--- src/design/acld_pkg.sv ---
`default_nettype none
package acld_pkg;

  // register offsets on the byte-wide control port
  localparam logic [7:0] ACLD_OFS_CTRL_A = 8'h15;
  localparam logic [7:0] ACLD_OFS_CTRL_B = 8'h16;
  localparam logic [7:0] ACLD_OFS_CH1_RES = 8'h17;
  localparam logic [7:0] ACLD_OFS_CH2_RES = 8'h18;
  localparam logic [7:0] ACLD_OFS_ANGLE_HI = 8'h1b;
  localparam logic [7:0] ACLD_OFS_ANGLE_LO = 8'h1c;
  localparam logic [7:0] ACLD_OFS_STIM_HI = 8'h1d;
  localparam logic [7:0] ACLD_OFS_STIM_LO = 8'h1e;
  localparam logic [7:0] ACLD_OFS_MISC = 8'h21;
  localparam logic [7:0] ACLD_OFS_CLIP = 8'h22;

  // field positions in ac_diag_ctrl_a
  localparam int ACLD_GAIN1_BIT = 7;
  localparam int ACLD_GAIN2_BIT = 6;
  localparam int ACLD_ON1_BIT = 3;
  localparam int ACLD_ON2_BIT = 2;
  // field positions in ac_diag_ctrl_b
  localparam int ACLD_LOOP_BIT = 7;
  localparam int ACLD_DUR_BIT = 4;
  localparam int ACLD_CUR_MSB = 3;
  localparam int ACLD_CUR_LSB = 2;
  // field positions in misc_control_three
  localparam int ACLD_CLEAR_BIT = 7;
  localparam int ACLD_PBSRC_BIT = 6;
  localparam int ACLD_RESUME_BIT = 3;
  // clip_detect_control keeps its three low bits
  localparam int ACLD_CLIP_MSB = 2;

  // writable bits; bits outside the mask read as zero
  localparam logic [7:0] ACLD_CTRL_A_MASK = 8'hff;
  localparam logic [7:0] ACLD_CTRL_B_MASK = 8'hff;
  localparam logic [7:0] ACLD_MISC_MASK = 8'hf8;
  localparam logic [7:0] ACLD_CLIP_MASK = 8'h07;

  localparam logic [7:0] ACLD_CTRL_A_RST = 8'h00;
  localparam logic [7:0] ACLD_CTRL_B_RST = 8'h00;
  localparam logic [7:0] ACLD_MISC_RST = 8'h00;
  localparam logic [7:0] ACLD_CLIP_RST = 8'h01;
  localparam logic [7:0] ACLD_RES_RST = 8'h00;
  localparam logic [7:0] ACLD_RD_NONE = 8'h00;

  // field encodings
  localparam logic ACLD_GAIN_X1 = 1'b0;
  localparam logic ACLD_GAIN_X4 = 1'b1;
  localparam logic ACLD_DUR_32 = 1'b0;
  localparam logic ACLD_DUR_64 = 1'b1;
  localparam logic [1:0] ACLD_CUR_10MA = 2'h0;
  localparam logic [1:0] ACLD_CUR_19MA = 2'h1;

  localparam int ACLD_CHANNELS = 2;

  // one access on the control port
  typedef struct packed {
    logic [7:0] addr;
    logic [7:0] wdata;
    logic wr;
    logic rd;
  } acld_req_t;

  // decoded settings driven to the analogue and protection logic
  typedef struct packed {
    logic [ACLD_CHANNELS-1:0] gain;
    logic [ACLD_CHANNELS-1:0] diag_on;
    logic loop_return;
    logic duration_sel;
    logic [1:0] test_current_sel;
    logic current_code_bad;
    logic parallel_bridge_source_sel;
    logic thermal_stop_self_resume;
    logic [2:0] clip_ctrl;
  } acld_cfg_t;

  // one finished measurement from the analogue side
  typedef struct packed {
    logic [ACLD_CHANNELS-1:0][7:0] channel_load_result;
    logic [15:0] angle_result;
    logic [15:0] stimulus_result;
  } acld_meas_t;

  typedef struct packed {
    logic [7:0] ctrl_a;
    logic [7:0] ctrl_b;
    logic [7:0] misc;
    logic [7:0] clip;
    logic [7:0] rdata;
    logic rvalid;
    logic fault_clear;
    acld_cfg_t cfg;
  } acld_main_st_t;

endpackage : acld_pkg
`default_nettype wire

--- src/design/acld_regs.sv ---
`default_nettype none
module acld_regs (
  input wire logic clk_i,
  input wire logic srst_i,
  input wire acld_pkg::acld_req_t req_i,
  input wire logic meas_valid_i,
  input wire acld_pkg::acld_meas_t meas_i,
  input wire logic thermal_hot_i,
  output logic [7:0] rdata_o,
  output logic rvalid_o,
  output acld_pkg::acld_cfg_t cfg_o,
  output logic fault_clear_o,
  output logic thermal_stop_o
);

  acld_pkg::acld_main_st_t st;
  acld_pkg::acld_main_st_t next_st;
  // nets, since each hold instance drives its own slice
  wire acld_pkg::acld_meas_t res;
  wire logic [acld_pkg::ACLD_CHANNELS-1:0] chan_load;

  // per-channel impedance codes pass through untouched; the ohm scale
  // belongs to the analogue side and its current gain/duration settings
  for (genvar ch = 0; ch < acld_pkg::ACLD_CHANNELS; ch++) begin : g_chan
    assign chan_load[ch] = meas_valid_i & st.cfg.diag_on[ch];
    acld_result_hold #(
      .WIDTH(8)
    ) u_chan_res (
      .clk_i(clk_i),
      .srst_i(srst_i),
      .load_i(chan_load[ch]),
      .d_i(meas_i.channel_load_result[ch]),
      .q_o(res.channel_load_result[ch])
    );
  end

  // both 16-bit results load in one edge so the two bytes always match
  acld_result_hold #(
    .WIDTH(16)
  ) u_angle_res (
    .clk_i(clk_i),
    .srst_i(srst_i),
    .load_i(meas_valid_i),
    .d_i(meas_i.angle_result),
    .q_o(res.angle_result)
  );

  acld_result_hold #(
    .WIDTH(16)
  ) u_stim_res (
    .clk_i(clk_i),
    .srst_i(srst_i),
    .load_i(meas_valid_i),
    .d_i(meas_i.stimulus_result),
    .q_o(res.stimulus_result)
  );

  acld_thermal_ctl u_thermal (
    .clk_i(clk_i),
    .srst_i(srst_i),
    .hot_i(thermal_hot_i),
    .self_resume_i(st.cfg.thermal_stop_self_resume),
    .clear_i(st.fault_clear),
    .stop_o(thermal_stop_o)
  );

  always_comb begin
    next_st = st;
    next_st.rvalid = 1'b0;
    next_st.fault_clear = 1'b0;

    if (req_i.wr) begin
      case (req_i.addr)
        acld_pkg::ACLD_OFS_CTRL_A: begin
          next_st.ctrl_a = req_i.wdata & acld_pkg::ACLD_CTRL_A_MASK;
        end
        acld_pkg::ACLD_OFS_CTRL_B: begin
          next_st.ctrl_b = req_i.wdata & acld_pkg::ACLD_CTRL_B_MASK;
        end
        acld_pkg::ACLD_OFS_MISC: begin
          next_st.misc = req_i.wdata & acld_pkg::ACLD_MISC_MASK;
          // one pulse per write of a one; the stored bit only reads back
          next_st.fault_clear = req_i.wdata[acld_pkg::ACLD_CLEAR_BIT];
        end
        acld_pkg::ACLD_OFS_CLIP: begin
          next_st.clip = req_i.wdata & acld_pkg::ACLD_CLIP_MASK;
        end
        default: begin
          // result offsets and unmapped offsets drop the write
          next_st.ctrl_a = st.ctrl_a;
        end
      endcase
    end

    if (req_i.rd) begin
      next_st.rvalid = 1'b1;
      case (req_i.addr)
        acld_pkg::ACLD_OFS_CTRL_A: next_st.rdata = st.ctrl_a;
        acld_pkg::ACLD_OFS_CTRL_B: next_st.rdata = st.ctrl_b;
        acld_pkg::ACLD_OFS_CH1_RES: begin
          next_st.rdata = res.channel_load_result[0];
        end
        acld_pkg::ACLD_OFS_CH2_RES: begin
          next_st.rdata = res.channel_load_result[1];
        end
        acld_pkg::ACLD_OFS_ANGLE_HI: begin
          next_st.rdata = res.angle_result[15:8];
        end
        acld_pkg::ACLD_OFS_ANGLE_LO: begin
          next_st.rdata = res.angle_result[7:0];
        end
        acld_pkg::ACLD_OFS_STIM_HI: begin
          next_st.rdata = res.stimulus_result[15:8];
        end
        acld_pkg::ACLD_OFS_STIM_LO: begin
          next_st.rdata = res.stimulus_result[7:0];
        end
        acld_pkg::ACLD_OFS_MISC: next_st.rdata = st.misc;
        acld_pkg::ACLD_OFS_CLIP: next_st.rdata = st.clip;
        default: next_st.rdata = acld_pkg::ACLD_RD_NONE;
      endcase
    end

    // decoded settings follow the register copies in the same edge
    next_st.cfg.gain[0] = next_st.ctrl_a[acld_pkg::ACLD_GAIN1_BIT];
    next_st.cfg.gain[1] = next_st.ctrl_a[acld_pkg::ACLD_GAIN2_BIT];
    next_st.cfg.diag_on[0] = next_st.ctrl_a[acld_pkg::ACLD_ON1_BIT];
    next_st.cfg.diag_on[1] = next_st.ctrl_a[acld_pkg::ACLD_ON2_BIT];
    next_st.cfg.loop_return =
      next_st.ctrl_b[acld_pkg::ACLD_LOOP_BIT];
    next_st.cfg.duration_sel =
      next_st.ctrl_b[acld_pkg::ACLD_DUR_BIT];
    next_st.cfg.test_current_sel =
      next_st.ctrl_b[acld_pkg::ACLD_CUR_MSB:acld_pkg::ACLD_CUR_LSB];
    // reserved current codes are kept but flagged, the analogue side
    // must not act on them
    next_st.cfg.current_code_bad =
      (next_st.cfg.test_current_sel != acld_pkg::ACLD_CUR_10MA) &&
      (next_st.cfg.test_current_sel != acld_pkg::ACLD_CUR_19MA);
    next_st.cfg.parallel_bridge_source_sel =
      next_st.misc[acld_pkg::ACLD_PBSRC_BIT];
    next_st.cfg.thermal_stop_self_resume =
      next_st.misc[acld_pkg::ACLD_RESUME_BIT];
    next_st.cfg.clip_ctrl = next_st.clip[acld_pkg::ACLD_CLIP_MSB:0];
  end

  always_ff @(posedge clk_i) begin
    if (srst_i) begin
      st <= '0;
      st.ctrl_a <= acld_pkg::ACLD_CTRL_A_RST;
      st.ctrl_b <= acld_pkg::ACLD_CTRL_B_RST;
      st.misc <= acld_pkg::ACLD_MISC_RST;
      st.clip <= acld_pkg::ACLD_CLIP_RST;
      st.cfg.clip_ctrl <= acld_pkg::ACLD_CLIP_RST[acld_pkg::ACLD_CLIP_MSB:0];
    end else begin
      st <= next_st;
    end
  end

  assign rdata_o = st.rdata;
  assign rvalid_o = st.rvalid;
  assign cfg_o = st.cfg;
  assign fault_clear_o = st.fault_clear;

  // the scale fixed lives outside; these settings steer it
  logic [3:0] scale_sel;
  assign scale_sel = {st.cfg.gain[0], st.cfg.duration_sel,
                      st.cfg.test_current_sel};
endmodule : acld_regs
`default_nettype wire

--- src/design/acld_result_hold.sv ---
`default_nettype none
module acld_result_hold #(
  parameter int WIDTH = 8
) (
  input wire logic clk_i,
  input wire logic srst_i,
  input wire logic load_i,
  input wire logic [WIDTH-1:0] d_i,
  output logic [WIDTH-1:0] q_o
);

  typedef struct packed {
    logic [WIDTH-1:0] value;
  } acld_hold_st_t;

  acld_hold_st_t st;
  acld_hold_st_t next_st;

  // only a finished measurement moves the value; host writes never reach it
  always_comb begin
    next_st = st;
    if (load_i) begin
      next_st.value = d_i;
    end
  end

  always_ff @(posedge clk_i) begin
    if (srst_i) begin
      st <= '0;
    end else begin
      st <= next_st;
    end
  end

  assign q_o = st.value;

endmodule : acld_result_hold
`default_nettype wire

--- src/design/acld_thermal_ctl.sv ---
`default_nettype none
module acld_thermal_ctl (
  input wire logic clk_i,
  input wire logic srst_i,
  input wire logic hot_i,
  input wire logic self_resume_i,
  input wire logic clear_i,
  output logic stop_o
);

  typedef struct packed {
    logic stop;
  } acld_therm_st_t;

  acld_therm_st_t st;
  acld_therm_st_t next_st;

  // an ongoing overtemperature beats a clear, so the stop never drops hot
  always_comb begin
    next_st = st;
    if (hot_i) begin
      next_st.stop = 1'b1;
    end else if (self_resume_i) begin
      next_st.stop = 1'b0;
    end else if (clear_i) begin
      next_st.stop = 1'b0;
    end
  end

  always_ff @(posedge clk_i) begin
    if (srst_i) begin
      st <= '0;
    end else begin
      st <= next_st;
    end
  end

  assign stop_o = st.stop;

endmodule : acld_thermal_ctl
`default_nettype wire

--- config.mk ---
export PLATFORM = sky130hd
export DESIGN_NAME = acld_regs
export DESIGN_NICKNAME = d
export VERILOG_FILES = /design/src/design/acld_pkg.sv /design/src/design/acld_regs.sv /design/src/design/acld_result_hold.sv /design/src/design/acld_thermal_ctl.sv
export SDC_FILE = /design/constraint.sdc
export NUM_CORES = 1
export LEC_CHECK = 0
export BUFFER_PORTS_ARGS = -buffer_cell sky130_fd_sc_hd__buf_2
export CORE_MARGIN = 1.5
export CORE_UTILIZATION = 58
export CTS_CLUSTER_DIAMETER = 80
export DETAILED_ROUTE_END_ITERATION = 8
export GPL_ROUTABILITY_DRIVEN = 0
export PLACE_DENSITY_LB_ADDON = 0.05
export SYNTH_ARGS = -nofsm -noshare
export SYNTH_HDL_FRONTEND = slang
export SYNTH_HIERARCHICAL = 1
export SYNTH_SLANG_ARGS = --single-unit
--- constraint.sdc ---
create_clock -name clk_i -period 3.5 [get_ports clk_i]
set_input_delay 0 -clock clk_i [delete_from_list [all_inputs] [get_ports clk_i]]
set_output_delay 0 -clock clk_i [all_outputs]
set_load 0.01 [all_outputs]
# After elaboration in Yosys (flattened, before gate mapping)
# Index checks and enable logic that the tools add are counted.
[word_totals] register_bits=94 output_inout_bits=25 wordCells=56
[op_classes] reduce_logical=8 n_eq_ne=11 bitwise=4 n_mux=10
[ops] op="8-bit one-hot mux with 10 select lines" n=1
[ops] op="8-bit by 5-bit == test with 1-bit output, second input constant" n=8
[ops] op="32-bit 2-to-1 mux" n=1
[ops] op="8-bit 2-to-1 mux" n=3
[ops] op="8-bit by 6-bit == test with 1-bit output, second input constant" n=2
[ops] op="2-bit AND reduction" n=4
[ops] op="1-bit 2-to-1 mux" n=4
[ops] op="3-bit 2-to-1 mux" n=1
[ops] op="3-bit nonzero test" n=1
[ops] op="3-bit OR reduction" n=1
[ops] op="1-bit AND" n=2
[ops] op="2-bit by 1-bit != test with 1-bit output, second input constant" n=1
[ops] op="1-bit NOT" n=2
[ops] op="2-bit nonzero test" n=1
[ops] op="1-bit logical AND" n=1

# Logic depth before layout (Yosys ltp)
[depth] word_depth=5 ltp_mapped=7 ltp_nobuf=4

# Cells and area by module
# The synthesis kept the hierarchy.
[by_module_without_submodules] module="acld_regs" cells_each=266 instances=1 area_per_inst_um2=2262.2
[by_module_without_submodules] module="acld_result_hold (u_angle_res ...)" cells_each=52 instances=2 area_per_inst_um2=580.6
[by_module_without_submodules] module="acld_result_hold (g_chan[0].u_chan_res ...)" cells_each=26 instances=2 area_per_inst_um2=285.3
[by_module_without_submodules] module="acld_thermal_ctl" cells_each=4 instances=1 area_per_inst_um2=37.5

# Worst setup path after synthesis
# No wires, ideal clock.
[synth_timing] kind="input -> register" start="input req_i[17] (netlist name)" end="register st, in the netlist cfg_o[0]" n_path_buf=1 arrival_ps=1478 t_required_ps=3380 cell_stages=4 setup_time_ps=120 slack_ps=1902 path_cell_list="or4_1 -> buf_2 -> or4_4 -> a211o_1"
[synth_between] elab_chain_len=2
[synth_lines] item="start: declaration" line_no="acld_regs.sv:5" text="input wire acld_pkg::acld_req_t req_i,"
[synth_lines] item="8-bit by 6-bit == test with 1-bit output" line_no="acld_regs.sv:73" text="case (req_i.addr)"
[synth_lines] item="2-bit AND reduction (no line)"
[synth_lines] item="end signal: assignment" line_no="acld_regs.sv:156" text="st <= next_st;"
[synth_lines] item="end: declaration" line_no="acld_regs.sv:16" text="acld_pkg::acld_main_st_t st;"
# Every way passes these cells.
# A chain may end at the register's enable or synchronous reset.

# Worst setup path after layout
[layout_timing] start="register u_stim_res.st, in the netlist u_stim_res/q_o[8]" end="register st, in the netlist rdata_o[0]"
[layout_between] elab_chain_len=1
[layout_lines] item="start: declaration" line_no="acld_result_hold.sv:16" text="acld_hold_st_t st;"
[layout_lines] item="start signal: assignment" line_no="acld_result_hold.sv:31" text="st <= next_st;"
[layout_lines] item="8-bit one-hot mux with 10 select lines" line_no="acld_regs.sv:97" text="case (req_i.addr)"
# Every way passes these cells.

==> impl_summary.log <==
INFO  metric outcome = complete, no violations
INFO  metric seq_power_share = 45.5%
INFO  metric grt_usage = 29.12%
INFO  metric core-area = 6756 um^2
INFO  metric vias = 3,547
INFO  metric antenna_cells_inserted = 0
INFO  metric total_setup_violations_reported_at_the_end_of_the_flow = 0
INFO  metric dp_cells = 551
INFO  metric synth-warning-count = 6
INFO  metric synth_enable_flop_cells = 0
INFO  metric cp_data_arrival_time = 1980 ps
INFO  metric mappedNetlistNets = 496
INFO  metric pwr_density_cell = 423.9 nW/um^2
INFO  metric min_period_over_period = 50.37%
INFO  metric drt-initial-drc-count = 258
INFO  metric sw_frac_of_total = 21.47%
INFO  metric max_cap_viol_count = 0
INFO  metric final_period_minus_worst_setup_slack = 1763 ps
INFO  metric total_leakage_power = 0.002327 uW
INFO  metric numCtsBuffers = 9
INFO  metric clock-skew-final = 11.04 ps
INFO  metric die-height = 86.37 um
INFO  metric row_count = 30
INFO  metric starting_density = 59.67%
INFO  metric route.detailed.drc = 0
INFO  metric critical_path_peak_fanout = 2
INFO  metric final_hold_viol_count = 0
INFO  metric io_buffers = 94
INFO  metric final_area = 5151 um^2
INFO  metric postPlaceCellArea = 4274 um^2
INFO  metric netlist_instances = 426
INFO  metric internal_power = 1715 uW
INFO  metric fp.dieW = 86.37 um
INFO  metric grt_pass1_wl = 16,570 um
INFO  metric headroom_to_the_max_slew_limit = 45.66%
INFO  metric first_global_vias = 3,323
INFO  metric detail_route.first_pass.iterations = 5
INFO  metric async_flop_share = 0%
INFO  metric clock_tree.htree_level_count = 3
INFO  metric worst-setup-path-type = reg2reg
INFO  metric grt_setup_unrepaired = no
INFO  metric grt_antenna_before_repair = 0
INFO  metric yosysSeqAreaShare = 41.71%
INFO  metric cts_tree = done
INFO  metric synthesis.area = 4031 um^2
INFO  metric avgSynthCellArea = 9.463 um^2
INFO  metric report.final.slew_viol_count = 0
INFO  metric switching_power = 468.8 uW
INFO  metric timing.fmax = 567.2 MHz
INFO  metric ys_dominant_reg_cell = dfxtp_1
INFO  metric clkSlewWorstSetupHoldPaths = 80 ps
INFO  metric final_layout_size_suffix_gt1_share = 23.08%
INFO  metric final_net_count = 611
INFO  metric hold_slack = 61.41 ps
INFO  metric clkSinkCount = 84
INFO  metric max_slew.worst_pin.slew = 812.1 ps
INFO  metric fillers = 470
INFO  metric worst_ir_drop_vdd = 0.3249 mV
INFO  metric final_antenna_net_count = 0
INFO  metric fin_tns_setup = 0 ps
INFO  metric dpl.hpwl = 7173 um
INFO  metric netlist-cell-type-count = 53
INFO  metric drt-total-wl = 10,640 um
INFO  metric ios = 95
INFO  metric r2r_setup_slack = 1740 ps
INFO  metric comb_power_share = 10.1%
INFO  metric total_die_area = 7460 um^2
INFO  metric timing.critical_path.to_type = register
INFO  metric start_kind = register
INFO  metric detail_route.vias_per_cell = 5.666
INFO  metric finalNonFillerCells = 626
INFO  metric detail_route.wl_per_cell = 17.00 um
INFO  metric yosys_register_bits = 84
INFO  metric share_clk_of_total_power = 44.4%
INFO  metric clkLatencyLatePin = 350 ps
INFO  metric grt.overflow.total = 0
INFO  metric worst_ep_required_time = 3720 ps
INFO  metric grt_start_max_net_pins = 76
INFO  metric flow.area_growth_from_synthesis = 27.78%
INFO  metric root_buffer = clkbuf_8
INFO  metric class_of_the_tightest_hold_or_removal_check = in2reg
INFO  metric clk_path_buf_depth = 2
[metrics by stage]
stage          total power (uW)  util [%]  worst slack, ps
2_1_floorplan              1118         -             1902
3_3_place_gp               1177     63.26             1456
3_5_place_dp               1181     63.26             1436
4_1_cts                    2189     76.24             1744
5_1_grt                    2260     76.24             1658
6_report                   2184     76.24             1737
[flip-flops by register name (all words and copies together) (netlist names)]
name / count
cfg_o: 5
fault_clear_o: 1
g_chan.u_chan_res/q_o: 16
rdata_o: 8
rvalid_o: 1
st: 20
u_angle_res/q_o: 16
u_stim_res/q_o: 16
u_thermal/stop_o: 1
[Yosys cell counts, types with 5 or more instances]
master	number	area, um^2
a21oi_1	11	55.05
a221oi_1	5	43.79
a22o_1	5	43.79
a31oi_1	6	37.54
and2_1	6	37.54
and3_1	6	37.54
buf_1	5	18.77
buf_2	5	25.02
buf_4	22	165.2
clkbuf_1	13	48.80
dfxtp_1	84	1682
inv_1	5	18.77
mux2i_1	74	740.7
nand2_1	17	63.81
nand2b_1	5	31.28
nand3_1	8	40.04
nor2_1	75	281.5
nor2b_1	5	31.28
o21ai_0	6	30.03
[cell type report]
type / count / area, um^2 / area share, %
clock buffers: 10 / 127.6 / 2.478
clock inverters: 6 / 158.9 / 3.085
inverters: 5 / 18.77 / 0.3643
multi-input cells: 286 / 1988 / 38.60
flip-flops and latches: 84 / 1682 / 32.65
well taps: 80 / 100.1 / 1.943
repair buffers: 155 / 1076 / 20.89
[cell usage in the layout (no fill, tap or decap), types with 3 or more instances in the layout]
| cell type | n |
|---|---|
| buf_2 | 94 |
| a21oi_1 | 11 |
| a21boi_0 | 3 |
| a32oi_1 | 4 |
| and3_1 | 6 |
| a22o_1 | 5 |
| clkbuf_8 | 9 |
| and2_1 | 6 |
| nand2_1 | 17 |
| dlygate4sd3_1 | 59 |
| bufinv_16 | 5 |
| inv_1 | 5 |
| mux2_2 | 4 |
| mux2i_1 | 74 |
| nor2b_1 | 5 |
| a211oi_1 | 3 |
| nand2b_1 | 5 |
| nor2_1 | 75 |
| o21ai_0 | 6 |
| nand3b_1 | 4 |
| dfxtp_1 | 84 |
| a221oi_1 | 5 |
| nand3_1 | 8 |
| a31oi_1 | 6 |
| nor3_1 | 4 |
[worst paths after layout]
kind | startpoint | endpoint | cells after the start
worst min-delay path | srst_i | rvalid_o | 3
worst max register to register | u_stim_res/q_o[8] | rdata_o[0] | 4
worst max-delay path | u_stim_res/q_o[8] | rdata_o[0] | 4
worst min register to register | rdata_o[0] | rdata_o[0] | 2
[worst max-delay path, cell delays in order (launching register included)]
cell and delay [ps]:
dfxtp_1 330, mux2_2 260, mux4_2 480, a221oi_1 430
o21ai_0 130
[logic make-up after synthesis]
group	Yosys count	share of synthesized area, %
AND/OR/NAND/NOR	148	18.40
multiplexers	79	20.05
buffers and inverters	56	8.970
AO/OA/AOI/OAI	59	10.86
flip-flops	84	41.71
[per-layer routing]
| metal | track usage (%) | routed length (um) | vias to the layer above |
|---|---|---|---|
| met3 | 4.667 | 621 | 15 |
| met2 | 47.59 | 5216 | 145 |
| met1 | 38.66 | 4615 | 1670 |
| met5 | 0 | 0 | - |
| met4 | 11.44 | 189 | 0 |
| li1 | - | - | 1717 |
[timing repair]
action / 4_1_cts / 5_1_grt
setup buffers: 0 / 0
hold endpoints to repair: 75 / 0
resized for setup: 0 / 0
hold buffers: 59 / 0
[power by group through the flow]
stage          logic, uW  clock network [uW]  registers [uW]
6_report             220                 969             994
5_1_grt              238                1030             997
4_1_cts              215                 980             994
3_5_place_dp         164                   0            1020
3_3_place_gp         161                   0            1020
2_1_floorplan        108                   0            1010
Note: power is estimated with default switching activity, not from simulation.
